==> config.mk <==
export PLATFORM = sky130hd
export DESIGN_NAME = rsc_reset_stop_ctrl
export DESIGN_NICKNAME = d
export VERILOG_FILES = /design/src/design/rsc_reset_stop_ctrl.v
export VERILOG_INCLUDE_DIRS = /design/src /design/src/pkg
export SDC_FILE = /design/constraint.sdc
export NUM_CORES = 1
export LEC_CHECK = 0
export BUFFER_PORTS_ARGS = -buffer_cell sky130_fd_sc_hd__buf_4
export CORE_MARGIN = 1
export CORE_UTILIZATION = 62
export CTS_CLUSTER_DIAMETER = 40
export CTS_CLUSTER_SIZE = 25
export DETAILED_ROUTE_END_ITERATION = 16
export PLACE_DENSITY = 0.82
export SYNTH_ARGS = -nofsm -noshare
export SYNTH_HDL_FRONTEND = slang
export SYNTH_SLANG_ARGS = --single-unit
export TNS_END_PERCENT = 30
==> constraint.sdc <==
create_clock -name i_ref_clk -period 7.45 [get_ports i_ref_clk]
set_input_delay 0.3725 -clock i_ref_clk [delete_from_list [all_inputs] [get_ports i_ref_clk]]
set_output_delay 0.3725 -clock i_ref_clk [all_outputs]
set_load 0.01 [all_outputs]
==> src/pkg/rsc_defs.vh <==
`ifndef RSC_DEFS_VH
`define RSC_DEFS_VH

// clock
`define RSC_CLK_PERIOD_NS 5

// register offsets (4-bit address, 8-bit data)
`define RSC_ADDR_CAUSE 4'h0
`define RSC_ADDR_WDOG 4'h1
`define RSC_ADDR_OSC 4'h2
`define RSC_ADDR_DBG 4'h3
`define RSC_ADDR_PINCFG 4'h4
`define RSC_ADDR_SRCEN 4'h5

// reset cause register fields
`define RSC_CAUSE_EXT 0
`define RSC_CAUSE_POR 1
`define RSC_CAUSE_BROWN 2
`define RSC_CAUSE_WDOG 3

// watchdog control register fields
`define RSC_WDOG_SMR 0
`define RSC_WDOG_CFG_LO 4
`define RSC_WDOG_CFG_HI 7

// oscillator control register fields and reset value
`define RSC_OSC_IOSC_EN 0
`define RSC_OSC_XTAL_EN 1
`define RSC_OSC_SEL_XTAL 2
`define RSC_OSC_RESET 8'h0_1

// debugger control and pin config fields
`define RSC_DBG_RST 0
`define RSC_PIN_IND_EN 0

// external reset filter: lows needed for a sure reset
`define RSC_EXT_LOW_MIN 3'h4

// internal oscillator as a divided enable
`define RSC_IOSC_DIV 8'h2_4

// hold times on the reset pin after internal resets
`define RSC_POR_HOLD_NS 5000
`define RSC_POR_HOLD_CYC 13'h0_3e8
`define RSC_INT_HOLD_NS 2500
`define RSC_INT_HOLD_CYC 13'h0_1f4

// internal oscillator start-up time
`define RSC_OSC_START_NS 1000
`define RSC_OSC_START_CYC 13'h0_0c8

// stop recovery hold in oscillator cycles
`define RSC_SMR_HOLD_IOSC 13'h0_042
`define RSC_SMR_HOLD_XTAL 13'h1_388

// reset vector location
`define RSC_VEC_HI_ADDR 16'h0_002
`define RSC_VEC_LO_ADDR 16'h0_003

`endif

==> src/design/rsc_reset_stop_ctrl.v <==
// The placing of the registers and the strobed register port were decided locally.
`timescale 1ns/1ps
`include "rsc_defs.vh"

module rsc_reset_stop_ctrl #(
  parameter [12:0] SMR_HOLD_XTAL = `RSC_SMR_HOLD_XTAL
) (
  // clock and reset
  input wire i_ref_clk,
  input wire i_reset_n,
  // register port
  input wire [3:0] i_addr,
  input wire [7:0] i_wdata,
  input wire i_wr,
  input wire i_rd,
  output reg [7:0] o_rdata,
  // shared reset pin
  input wire i_reset_pin,
  output reg o_reset_pin_out,
  output reg o_reset_pin_oe,
  // internal reset events
  input wire i_por_event,
  input wire i_brownout_event,
  input wire i_watchdog_event,
  // core and stop control
  input wire i_stop_exec,
  input wire [7:0] i_port_pins,
  output reg o_stop_mode,
  output reg o_sys_reset,
  output reg o_cpu_reset,
  // oscillator control
  output reg o_iosc_en,
  output reg o_xtal_en,
  output reg o_clk_sel_xtal,
  // reset vector fetch
  output reg o_pmem_rd,
  output reg [15:0] o_pmem_addr,
  input wire [7:0] i_pmem_data,
  output reg o_pc_load,
  output reg [15:0] o_pc_value
);

  // one-hot states
  localparam [7:0] ST_RUN = 8'h0_1;
  localparam [7:0] ST_RST = 8'h0_2;
  localparam [7:0] ST_STOP = 8'h0_4;
  localparam [7:0] ST_START = 8'h0_8;
  localparam [7:0] ST_HOLD = 8'h1_0;
  localparam [7:0] ST_VEC0 = 8'h2_0;
  localparam [7:0] ST_VEC1 = 8'h4_0;
  localparam [7:0] ST_VEC2 = 8'h8_0;

  reg [7:0] state; // current state
  reg [12:0] cnt; // shared down counter for hold phases
  reg [7:0] osc_div; // internal oscillator enable divider
  reg osc_tick; // one-cycle internal oscillator enable
  reg pin_s1; // first synchroniser stage, read only by pin_s2
  reg pin_s2; // synchronised reset pin level
  reg [2:0] low_cnt; // consecutive low samples
  reg oe_d1; // own drive delayed to match the sync path
  reg oe_d2;
  reg oe_d3;
  reg [7:0] port_s1; // port pin synchroniser, first stage
  reg [7:0] port_s2; // port pin synchroniser, second stage
  reg [7:0] port_prev; // previous synchronised port level
  reg [3:0] pend_cause; // causes latched at reset entry
  reg [3:0] cause; // reset cause register
  reg smr_flag; // watchdog control: stop recovery seen
  reg [3:0] wdog_cfg; // watchdog control: configuration
  reg [7:0] osc_ctl; // oscillator control register
  reg dbg_rst; // debugger reset request
  reg pin_ind_en; // reset pin drives during stop recovery
  reg [7:0] src_en; // stop recovery source enables
  reg xtal_hold; // crystal state captured at recovery start
  reg [7:0] vec_hi; // captured upper vector byte
  reg from_smr; // last entry to the vector fetch came from stop

  wire ext_low; // filtered external reset request
  wire ext_pin_low; // pin low and not our own drive
  wire [7:0] port_edge; // enabled port pin transitions
  wire int_rst; // internal reset source
  wire [3:0] new_cause; // cause bits of this cycle
  wire wr_cause; // write strobe to cause register
  wire wr_wdog; // write strobe to watchdog control

  // our drive echoes back through the sync path, so mask it
  assign ext_pin_low = !pin_s2 && !oe_d3 && !oe_d2 && !o_reset_pin_oe;
  // four lows in a row count as a reset; three may not
  assign ext_low = ext_pin_low && (low_cnt >= (`RSC_EXT_LOW_MIN - 3'h1));
  assign port_edge = (port_s2 ^ port_prev) & src_en;
  assign int_rst = i_por_event || i_brownout_event || i_watchdog_event || dbg_rst;
  assign new_cause = {i_watchdog_event, i_brownout_event, i_por_event || dbg_rst, ext_low};
  assign wr_cause = i_wr && (i_addr == `RSC_ADDR_CAUSE);
  assign wr_wdog = i_wr && (i_addr == `RSC_ADDR_WDOG);

  // synchronisers for the reset pin and port pins
  always @(posedge i_ref_clk or negedge i_reset_n) begin
    if (!i_reset_n) begin
      pin_s1 <= 1'b1;
      pin_s2 <= 1'b1;
      port_s1 <= 8'h0_0;
      port_s2 <= 8'h0_0;
      port_prev <= 8'h0_0;
      oe_d1 <= 1'b0;
      oe_d2 <= 1'b0;
      oe_d3 <= 1'b0;
    end else begin
      pin_s1 <= i_reset_pin;
      pin_s2 <= pin_s1;
      port_s1 <= i_port_pins;
      port_s2 <= port_s1;
      port_prev <= port_s2;
      oe_d1 <= o_reset_pin_oe;
      oe_d2 <= oe_d1;
      oe_d3 <= oe_d2;
    end
  end

  // low-time counter on the synchronised pin
  always @(posedge i_ref_clk or negedge i_reset_n) begin
    if (!i_reset_n) begin
      low_cnt <= 3'h0;
    end else if (!ext_pin_low) begin
      low_cnt <= 3'h0;
    end else if (low_cnt != 3'h7) begin
      low_cnt <= low_cnt + 3'h1;
    end
  end

  // internal oscillator enable; stopped in stop like the real clock
  always @(posedge i_ref_clk or negedge i_reset_n) begin
    if (!i_reset_n) begin
      osc_div <= 8'h0_0;
      osc_tick <= 1'b0;
    end else if (state == ST_STOP || (state == ST_START && cnt == 13'h0_000)) begin
      // restart at hold entry so the hold counts whole oscillator cycles
      osc_div <= 8'h0_0;
      osc_tick <= 1'b0;
    end else if (osc_div == (`RSC_IOSC_DIV - 8'h0_1)) begin
      osc_div <= 8'h0_0;
      osc_tick <= 1'b1;
    end else begin
      osc_div <= osc_div + 8'h0_1;
      osc_tick <= 1'b0;
    end
  end

  // main sequencer
  always @(posedge i_ref_clk or negedge i_reset_n) begin
    if (!i_reset_n) begin
      state <= ST_RST;
      cnt <= `RSC_POR_HOLD_CYC;
      pend_cause <= 4'h2;
      xtal_hold <= 1'b0;
      vec_hi <= 8'h0_0;
      o_pmem_rd <= 1'b0;
      o_pmem_addr <= 16'h0_000;
      o_pc_load <= 1'b0;
      o_pc_value <= 16'h0_000;
    end else begin
      o_pc_load <= 1'b0;
      if (state != ST_RST && (ext_low || int_rst)) begin
        // any reset source aborts whatever runs
        state <= ST_RST;
        pend_cause <= new_cause;
        o_pmem_rd <= 1'b0;
        if (i_por_event || dbg_rst) begin
          cnt <= `RSC_POR_HOLD_CYC;
        end else begin
          cnt <= `RSC_INT_HOLD_CYC;
        end
      end else begin
        case (state)
          ST_RUN: begin
            if (i_stop_exec) begin
              state <= ST_STOP;
            end
          end
          ST_RST: begin
            pend_cause <= pend_cause | new_cause;
            if (cnt != 13'h0_000) begin
              cnt <= cnt - 13'h0_001;
            end else if (!pin_s2 || o_reset_pin_oe || oe_d3) begin
              // pin still low, or our own release not yet through the sync path
              state <= ST_RST;
            end else begin
              state <= ST_VEC0;
              o_pmem_rd <= 1'b1;
              o_pmem_addr <= `RSC_VEC_HI_ADDR;
            end
          end
          ST_STOP: begin
            if (port_edge != 8'h0_0) begin
              state <= ST_START;
              xtal_hold <= osc_ctl[`RSC_OSC_XTAL_EN];
              cnt <= `RSC_OSC_START_CYC;
            end
          end
          ST_START: begin
            if (cnt != 13'h0_000) begin
              cnt <= cnt - 13'h0_001;
            end else begin
              state <= ST_HOLD;
              cnt <= xtal_hold ? SMR_HOLD_XTAL : `RSC_SMR_HOLD_IOSC;
            end
          end
          ST_HOLD: begin
            if (cnt == 13'h0_000) begin
              state <= ST_VEC0;
              o_pmem_rd <= 1'b1;
              o_pmem_addr <= `RSC_VEC_HI_ADDR;
            end else if (osc_tick) begin
              cnt <= cnt - 13'h0_001;
            end
          end
          ST_VEC0: begin
            state <= ST_VEC1;
            o_pmem_addr <= `RSC_VEC_LO_ADDR;
          end
          ST_VEC1: begin
            state <= ST_VEC2;
            vec_hi <= i_pmem_data;
          end
          ST_VEC2: begin
            state <= ST_RUN;
            o_pmem_rd <= 1'b0;
            o_pc_value <= {vec_hi, i_pmem_data};
            o_pc_load <= 1'b1;
          end
          default: begin
            state <= ST_RST;
            cnt <= `RSC_POR_HOLD_CYC;
          end
        endcase
      end
    end
  end

  // registered outputs derived from the state
  always @(posedge i_ref_clk or negedge i_reset_n) begin
    if (!i_reset_n) begin
      o_sys_reset <= 1'b1;
      o_cpu_reset <= 1'b1;
      o_stop_mode <= 1'b0;
      o_reset_pin_out <= 1'b0;
      o_reset_pin_oe <= 1'b1;
    end else begin
      o_reset_pin_out <= 1'b0;
      o_sys_reset <= (state == ST_RST);
      o_cpu_reset <= (state != ST_RUN) && (state != ST_STOP);
      o_stop_mode <= (state == ST_STOP);
      // open drain: only ever pull low, during the reset hold count and, with pin_ind_en, in stop recovery
      if (state == ST_RST) begin
        o_reset_pin_oe <= (cnt != 13'h0_000);
      end else begin
        o_reset_pin_oe <= pin_ind_en && ((state == ST_START) || (state == ST_HOLD));
      end
    end
  end

  // reset cause register: set wins over write-one-to-clear
  always @(posedge i_ref_clk or negedge i_reset_n) begin
    if (!i_reset_n) begin
      cause <= 4'h0;
    end else begin
      // recovery runs through vec0 too; only resets publish causes
      if (state == ST_VEC0 && o_pmem_addr == `RSC_VEC_HI_ADDR && !from_smr) begin
        cause <= (cause & ~(wr_cause ? i_wdata[3:0] : 4'h0)) | pend_cause;
      end else if (wr_cause) begin
        cause <= cause & ~i_wdata[3:0];
      end
    end
  end

  // remember where the vector fetch was entered from
  always @(posedge i_ref_clk or negedge i_reset_n) begin
    if (!i_reset_n) begin
      from_smr <= 1'b0;
    end else if (state == ST_HOLD) begin
      from_smr <= 1'b1;
    end else if (state == ST_RST) begin
      from_smr <= 1'b0;
    end
  end

  // watchdog and oscillator control: the only ones recovery touches
  always @(posedge i_ref_clk or negedge i_reset_n) begin
    if (!i_reset_n) begin
      smr_flag <= 1'b0;
      wdog_cfg <= 4'h0;
      osc_ctl <= `RSC_OSC_RESET;
    end else if (state == ST_RST) begin
      smr_flag <= 1'b0;
      wdog_cfg <= 4'h0;
      osc_ctl <= `RSC_OSC_RESET;
    end else if (state == ST_STOP && port_edge != 8'h0_0) begin
      smr_flag <= 1'b1;
      // back on the internal oscillator; crystal choice stays
      osc_ctl[`RSC_OSC_IOSC_EN] <= 1'b1;
      osc_ctl[`RSC_OSC_SEL_XTAL] <= 1'b0;
    end else begin
      if (wr_wdog) begin
        wdog_cfg <= i_wdata[`RSC_WDOG_CFG_HI:`RSC_WDOG_CFG_LO];
        if (i_wdata[`RSC_WDOG_SMR]) begin
          smr_flag <= 1'b0;
        end
      end
      if (i_wr && i_addr == `RSC_ADDR_OSC) begin
        osc_ctl <= i_wdata;
      end
    end
  end

  // debugger request: cleared by system reset, so it clears itself in the reset it asks for
  always @(posedge i_ref_clk or negedge i_reset_n) begin
    if (!i_reset_n) begin
      dbg_rst <= 1'b0;
    end else if (state == ST_RST) begin
      dbg_rst <= 1'b0;
    end else if (i_wr && i_addr == `RSC_ADDR_DBG) begin
      dbg_rst <= i_wdata[`RSC_DBG_RST];
    end
  end

  // pin config and recovery sources, cleared by system reset
  always @(posedge i_ref_clk or negedge i_reset_n) begin
    if (!i_reset_n) begin
      pin_ind_en <= 1'b0;
      src_en <= 8'h0_0;
    end else if (state == ST_RST) begin
      pin_ind_en <= 1'b0;
      src_en <= 8'h0_0;
    end else begin
      if (i_wr && i_addr == `RSC_ADDR_PINCFG) begin
        pin_ind_en <= i_wdata[`RSC_PIN_IND_EN];
      end
      if (i_wr && i_addr == `RSC_ADDR_SRCEN) begin
        src_en <= i_wdata;
      end
    end
  end

  // oscillator control pins follow the register
  always @(posedge i_ref_clk or negedge i_reset_n) begin
    if (!i_reset_n) begin
      o_iosc_en <= 1'b1;
      o_xtal_en <= 1'b0;
      o_clk_sel_xtal <= 1'b0;
    end else begin
      // stop halts both oscillators
      o_iosc_en <= osc_ctl[`RSC_OSC_IOSC_EN] && (state != ST_STOP);
      o_xtal_en <= osc_ctl[`RSC_OSC_XTAL_EN] && (state != ST_STOP);
      o_clk_sel_xtal <= osc_ctl[`RSC_OSC_SEL_XTAL];
    end
  end

  // read data one cycle after the strobe; unmapped reads zero
  always @(posedge i_ref_clk or negedge i_reset_n) begin
    if (!i_reset_n) begin
      o_rdata <= 8'h0_0;
    end else if (i_rd) begin
      case (i_addr)
        `RSC_ADDR_CAUSE: o_rdata <= {4'h0, cause};
        `RSC_ADDR_WDOG: o_rdata <= {wdog_cfg, 3'h0, smr_flag};
        `RSC_ADDR_OSC: o_rdata <= osc_ctl;
        `RSC_ADDR_DBG: o_rdata <= {7'h00, dbg_rst};
        `RSC_ADDR_PINCFG: o_rdata <= {7'h00, pin_ind_en};
        `RSC_ADDR_SRCEN: o_rdata <= src_en;
        default: o_rdata <= 8'h0_0;
      endcase
    end else begin
      o_rdata <= 8'h0_0;
    end
  end

endmodule // rsc_reset_stop_ctrl

==> run summary <==
drt first pass iters: 6
top cell type's share of synthesized area: 49.8%
cell family with most CP delay: simple AND/OR/NAND/NOR gates
total CTS buffers: 17
DR iter-0 viols: 458
Yosys top cell by area: dfrtp_1
Die Wd: 102 microns
worst endpoint required time: 7860 ps
Ys Warns: 0
outcome: finished clean
Worst Setup End Kind: flip-flop
H-Tree Depth: 4
post-synthesis register bit count: 138
max cap viols: 0
worst slew pin tran: 1010 ps
share of cells above drive strength 1: 25.9%
WS Path Type: flip-flop to flip-flop
multi-input logic area: 0.00249 sq mm
vias in the first global route: 4,449
clk_skew: 8.86 ps
Post-synth EDFFs: 0
worst reg2reg endpoint: o_pc_value[13]$_DFFE_PN0P_
Routed WL: 13.9 mm
Port Buffers: 71
Post-Synthesis Cells: 556
Root Driver: clkbuf_8
# IOs: 87
# clock sinks: 138
Initial Util: 63.5%
Core Area: 0.00973 sq mm
post-route antenna net violation count: 0
synthesis-to-layout area growth: 19.4%
die area: 0.0104 sq mm
DR DRC count: 0
Slew HR: 31.8%
crit share post-route: 45.3%
total global-route track usage: 28.9%
slowest stage delay, CP: 660 ps
initial antenna violation count: 0
first-pass GRT wire length: 22.4 mm
crit-path max FO: 22
Pleak: 3.47 nW
HP Start: i_watchdog_event
FF+latch area: 0.00347 sq mm
Slowest-stage cell, CP: nor2_2
Post-CTS Setup Bufs: 0
f_max: 0.296 GHz
TNS Setup: 0 ps
Hold Crit Class: input pin to flip-flop
# diodes: 0
mapped cell area: 0.00618 sq mm
Routability Congestion: 0.891
Max Root-Sink Buffers: 2
CTS tree: built
via count: 4,709
Nets: 674
Max Slew Vio Count: 0
Critical R2R Launch: state[4]$_DFFE_PN0P_
reg2reg path depth: 7
Hold Crit Depth: 2
Seq/Total Area, Yosys: 56.2%
crit path time final: 3380 ps
latest clock arrival within the worst-skew pair: 530 ps
Final Setup Violations: 0
ys flop type: dfrtp_1
Hold Fails Final Rpt: 0
Via density: 6.06
Design Power: 1.62 mW
top post-synthesis cells by area: dfrtp_1 50%, mux2_2 6.6%, dfstp_2 6.4%
Die Y-Extent: 102 microns
largest net degree at the start of global routing: 78
total global routing overflow: 0
type of origin of the critical path: flip-flop
Max IR drop VDD: 0.000167 V
Layout fillers: 667
Crit path arrival time: 3790 ps
Reg clk slew, reported paths: 60 ps
per-cell routed wire length: 17.8 microns
Hold Path Sink: pend_cause[3]$_DFFE_PN0N_
row count: 36
crit path buf inv count: 2
Pwr per Cell Area: 220 mW/mm^2
Synth cell types: 70
reg-to-reg setup timing slack: 4070 ps
Synth Area per Inst: 11.1 sq um
RSZ-0062 raised after global routing: false
post-DP HPWL: 9.26 mm
ys async rst share: 100%
CP cell instances: nor3_2, nand4b_1, clkinv_1, nor2_1, buf_4, nor2_2, mux2_2
==> what timing repair did <==
action                    4_1_cts  5_1_grt
hold endpoints to repair       61        0
hold buffers                   10        0
gates resized for setup         0        0
==> power by group <==
group          total [mW]  internal, mW  switching, mW  leakage [nW]
combinational      0.0609        0.0250         0.0360          1.45
sequential          0.779         0.767         0.0127          1.76
clock               0.780         0.431          0.348         0.270
==> Yosys cell counts (all sizes together) (6+ instances only) <==
library cell / count
dfstp: 15
a22oi: 7
nand4b: 6
nor3: 15
nor2: 48
a22o: 11
mux2: 36
a21oi: 24
xor2: 14
inv: 8
nor4: 10
ha: 6
buf: 23
nand2: 45
dfrtp: 123
nand3: 27
clkbuf: 19
o21ai: 24
and2: 8
==> routing by layer <==
metal  global-route usage (%)  vias to the layer above  part of all wire (%)
met2                     45.3                      223                    49
met4                     11.8                        0                   2.2
met1                     39.0                     2324                    41
met5                        0                        -                     0
li1                         -                     2129                     -
met3                     7.46                       33                   7.9
==> cells in the final DEF (no fill, tap or decap), types with 3 or more instances in the layout <==
cell type	instances
nand3_1	27
xor2_1	14
nor2_1	47
o31ai_1	4
o21ai_0	22
dlygate4sd3_1	10
nand4b_1	6
a21o_1	5
a21oi_1	24
dfrtp_1	123
ha_1	6
a22oi_1	7
clkbuf_16	16
inv_6	4
conb_1	15
o22ai_1	5
or3_1	3
a22o_1	11
or4_1	4
mux2i_1	5
dfstp_2	15
xnor2_1	5
and3_1	4
nand4_1	5
clkinv_4	3
and2_1	8
inv_1	8
nand2_1	45
a211oi_1	3
nor3_1	13
mux2_2	36
nor4b_1	3
inv_8	4
a222oi_1	5
nor4_1	9
buf_4	73
==> flip-flops by register name, indices dropped and copies added (netlist names), 2 cells and up <==
register	flops
osc_div	8
src_en	8
port_prev	8
state	8
port_s1	8
pend_cause	4
vec_hi	8
wdog_cfg	4
cnt	13
port_s2	8
o_rdata	8
o_pmem_addr	2
low_cnt	3
cause	4
osc_ctl	8
o_pc_value	16
==> cell families after synthesis <==
family / count (synthesis) / share of synthesized area, %
fa+ha+maj: 6 / 1.22
compound gates: 108 / 11.9
flops: 138 / 56.2
buf+inv: 51 / 4.33
other cells: 1 / 0.0607
mux: 41 / 7.37
simple gates: 192 / 16.2
xor+xnor: 19 / 2.69
==> per-stage QoR <==
stage / setup WS [ps] / hold slack, ps / area (sq um) / util [%] / instances
5_1_grt: 3790 / 46.7 / 7380 / 75.8 / 777
6_report: 4070 / 44.1 / 7380 / 75.8 / 777
3_5_place_dp: 4080 / 335 / 6720 / 69.1 / 735
3_3_place_gp: 4200 / 331 / 6720 / 69.1 / 735
2_1_floorplan: 5080 / 76.9 / 6230 / - / 570
4_1_cts: 4070 / 35.6 / 7380 / 75.8 / 777
==> cell type report <==
| type | count | area share [%] |
|---|---|---|
| Timing Repair Buffer | 84 | 8.94 |
| Clock buffer | 18 | 5.80 |
| Sequential cell | 138 | 47.1 |
| Clock inverter | 14 | 1.71 |
| Inverter | 9 | 0.458 |
| Multi-Input combinational cell | 381 | 33.8 |
| Tap cell | 133 | 2.26 |
==> how the worst max path moves through the flow <==
| stage | slack [ps] | cells past startpoint | end | start |
|---|---|---|---|---|
| global route | 3790 | 7 | o_pc_value[10]$_DFFE_PN0P_ | state[4]$_DFFE_PN0P_ |
| detailed placement | 4080 | 7 | o_pc_value[12]$_DFFE_PN0P_ | state[4]$_DFFE_PN0P_ |
| CTS | 4070 | 7 | o_pc_value[13]$_DFFE_PN0P_ | state[4]$_DFFE_PN0P_ |
| global placement | 4200 | 7 | o_pc_value[6]$_DFFE_PN0P_ | state[4]$_DFFE_PN0P_ |
| finish | 4070 | 7 | o_pc_value[13]$_DFFE_PN0P_ | state[4]$_DFFE_PN0P_ |
| floorplan | 5080 | 9 | cnt[10]$_DFFE_PN0P_ | cnt[0]$_DFFE_PN0P_ |
(Power assumes the default switching activity.)
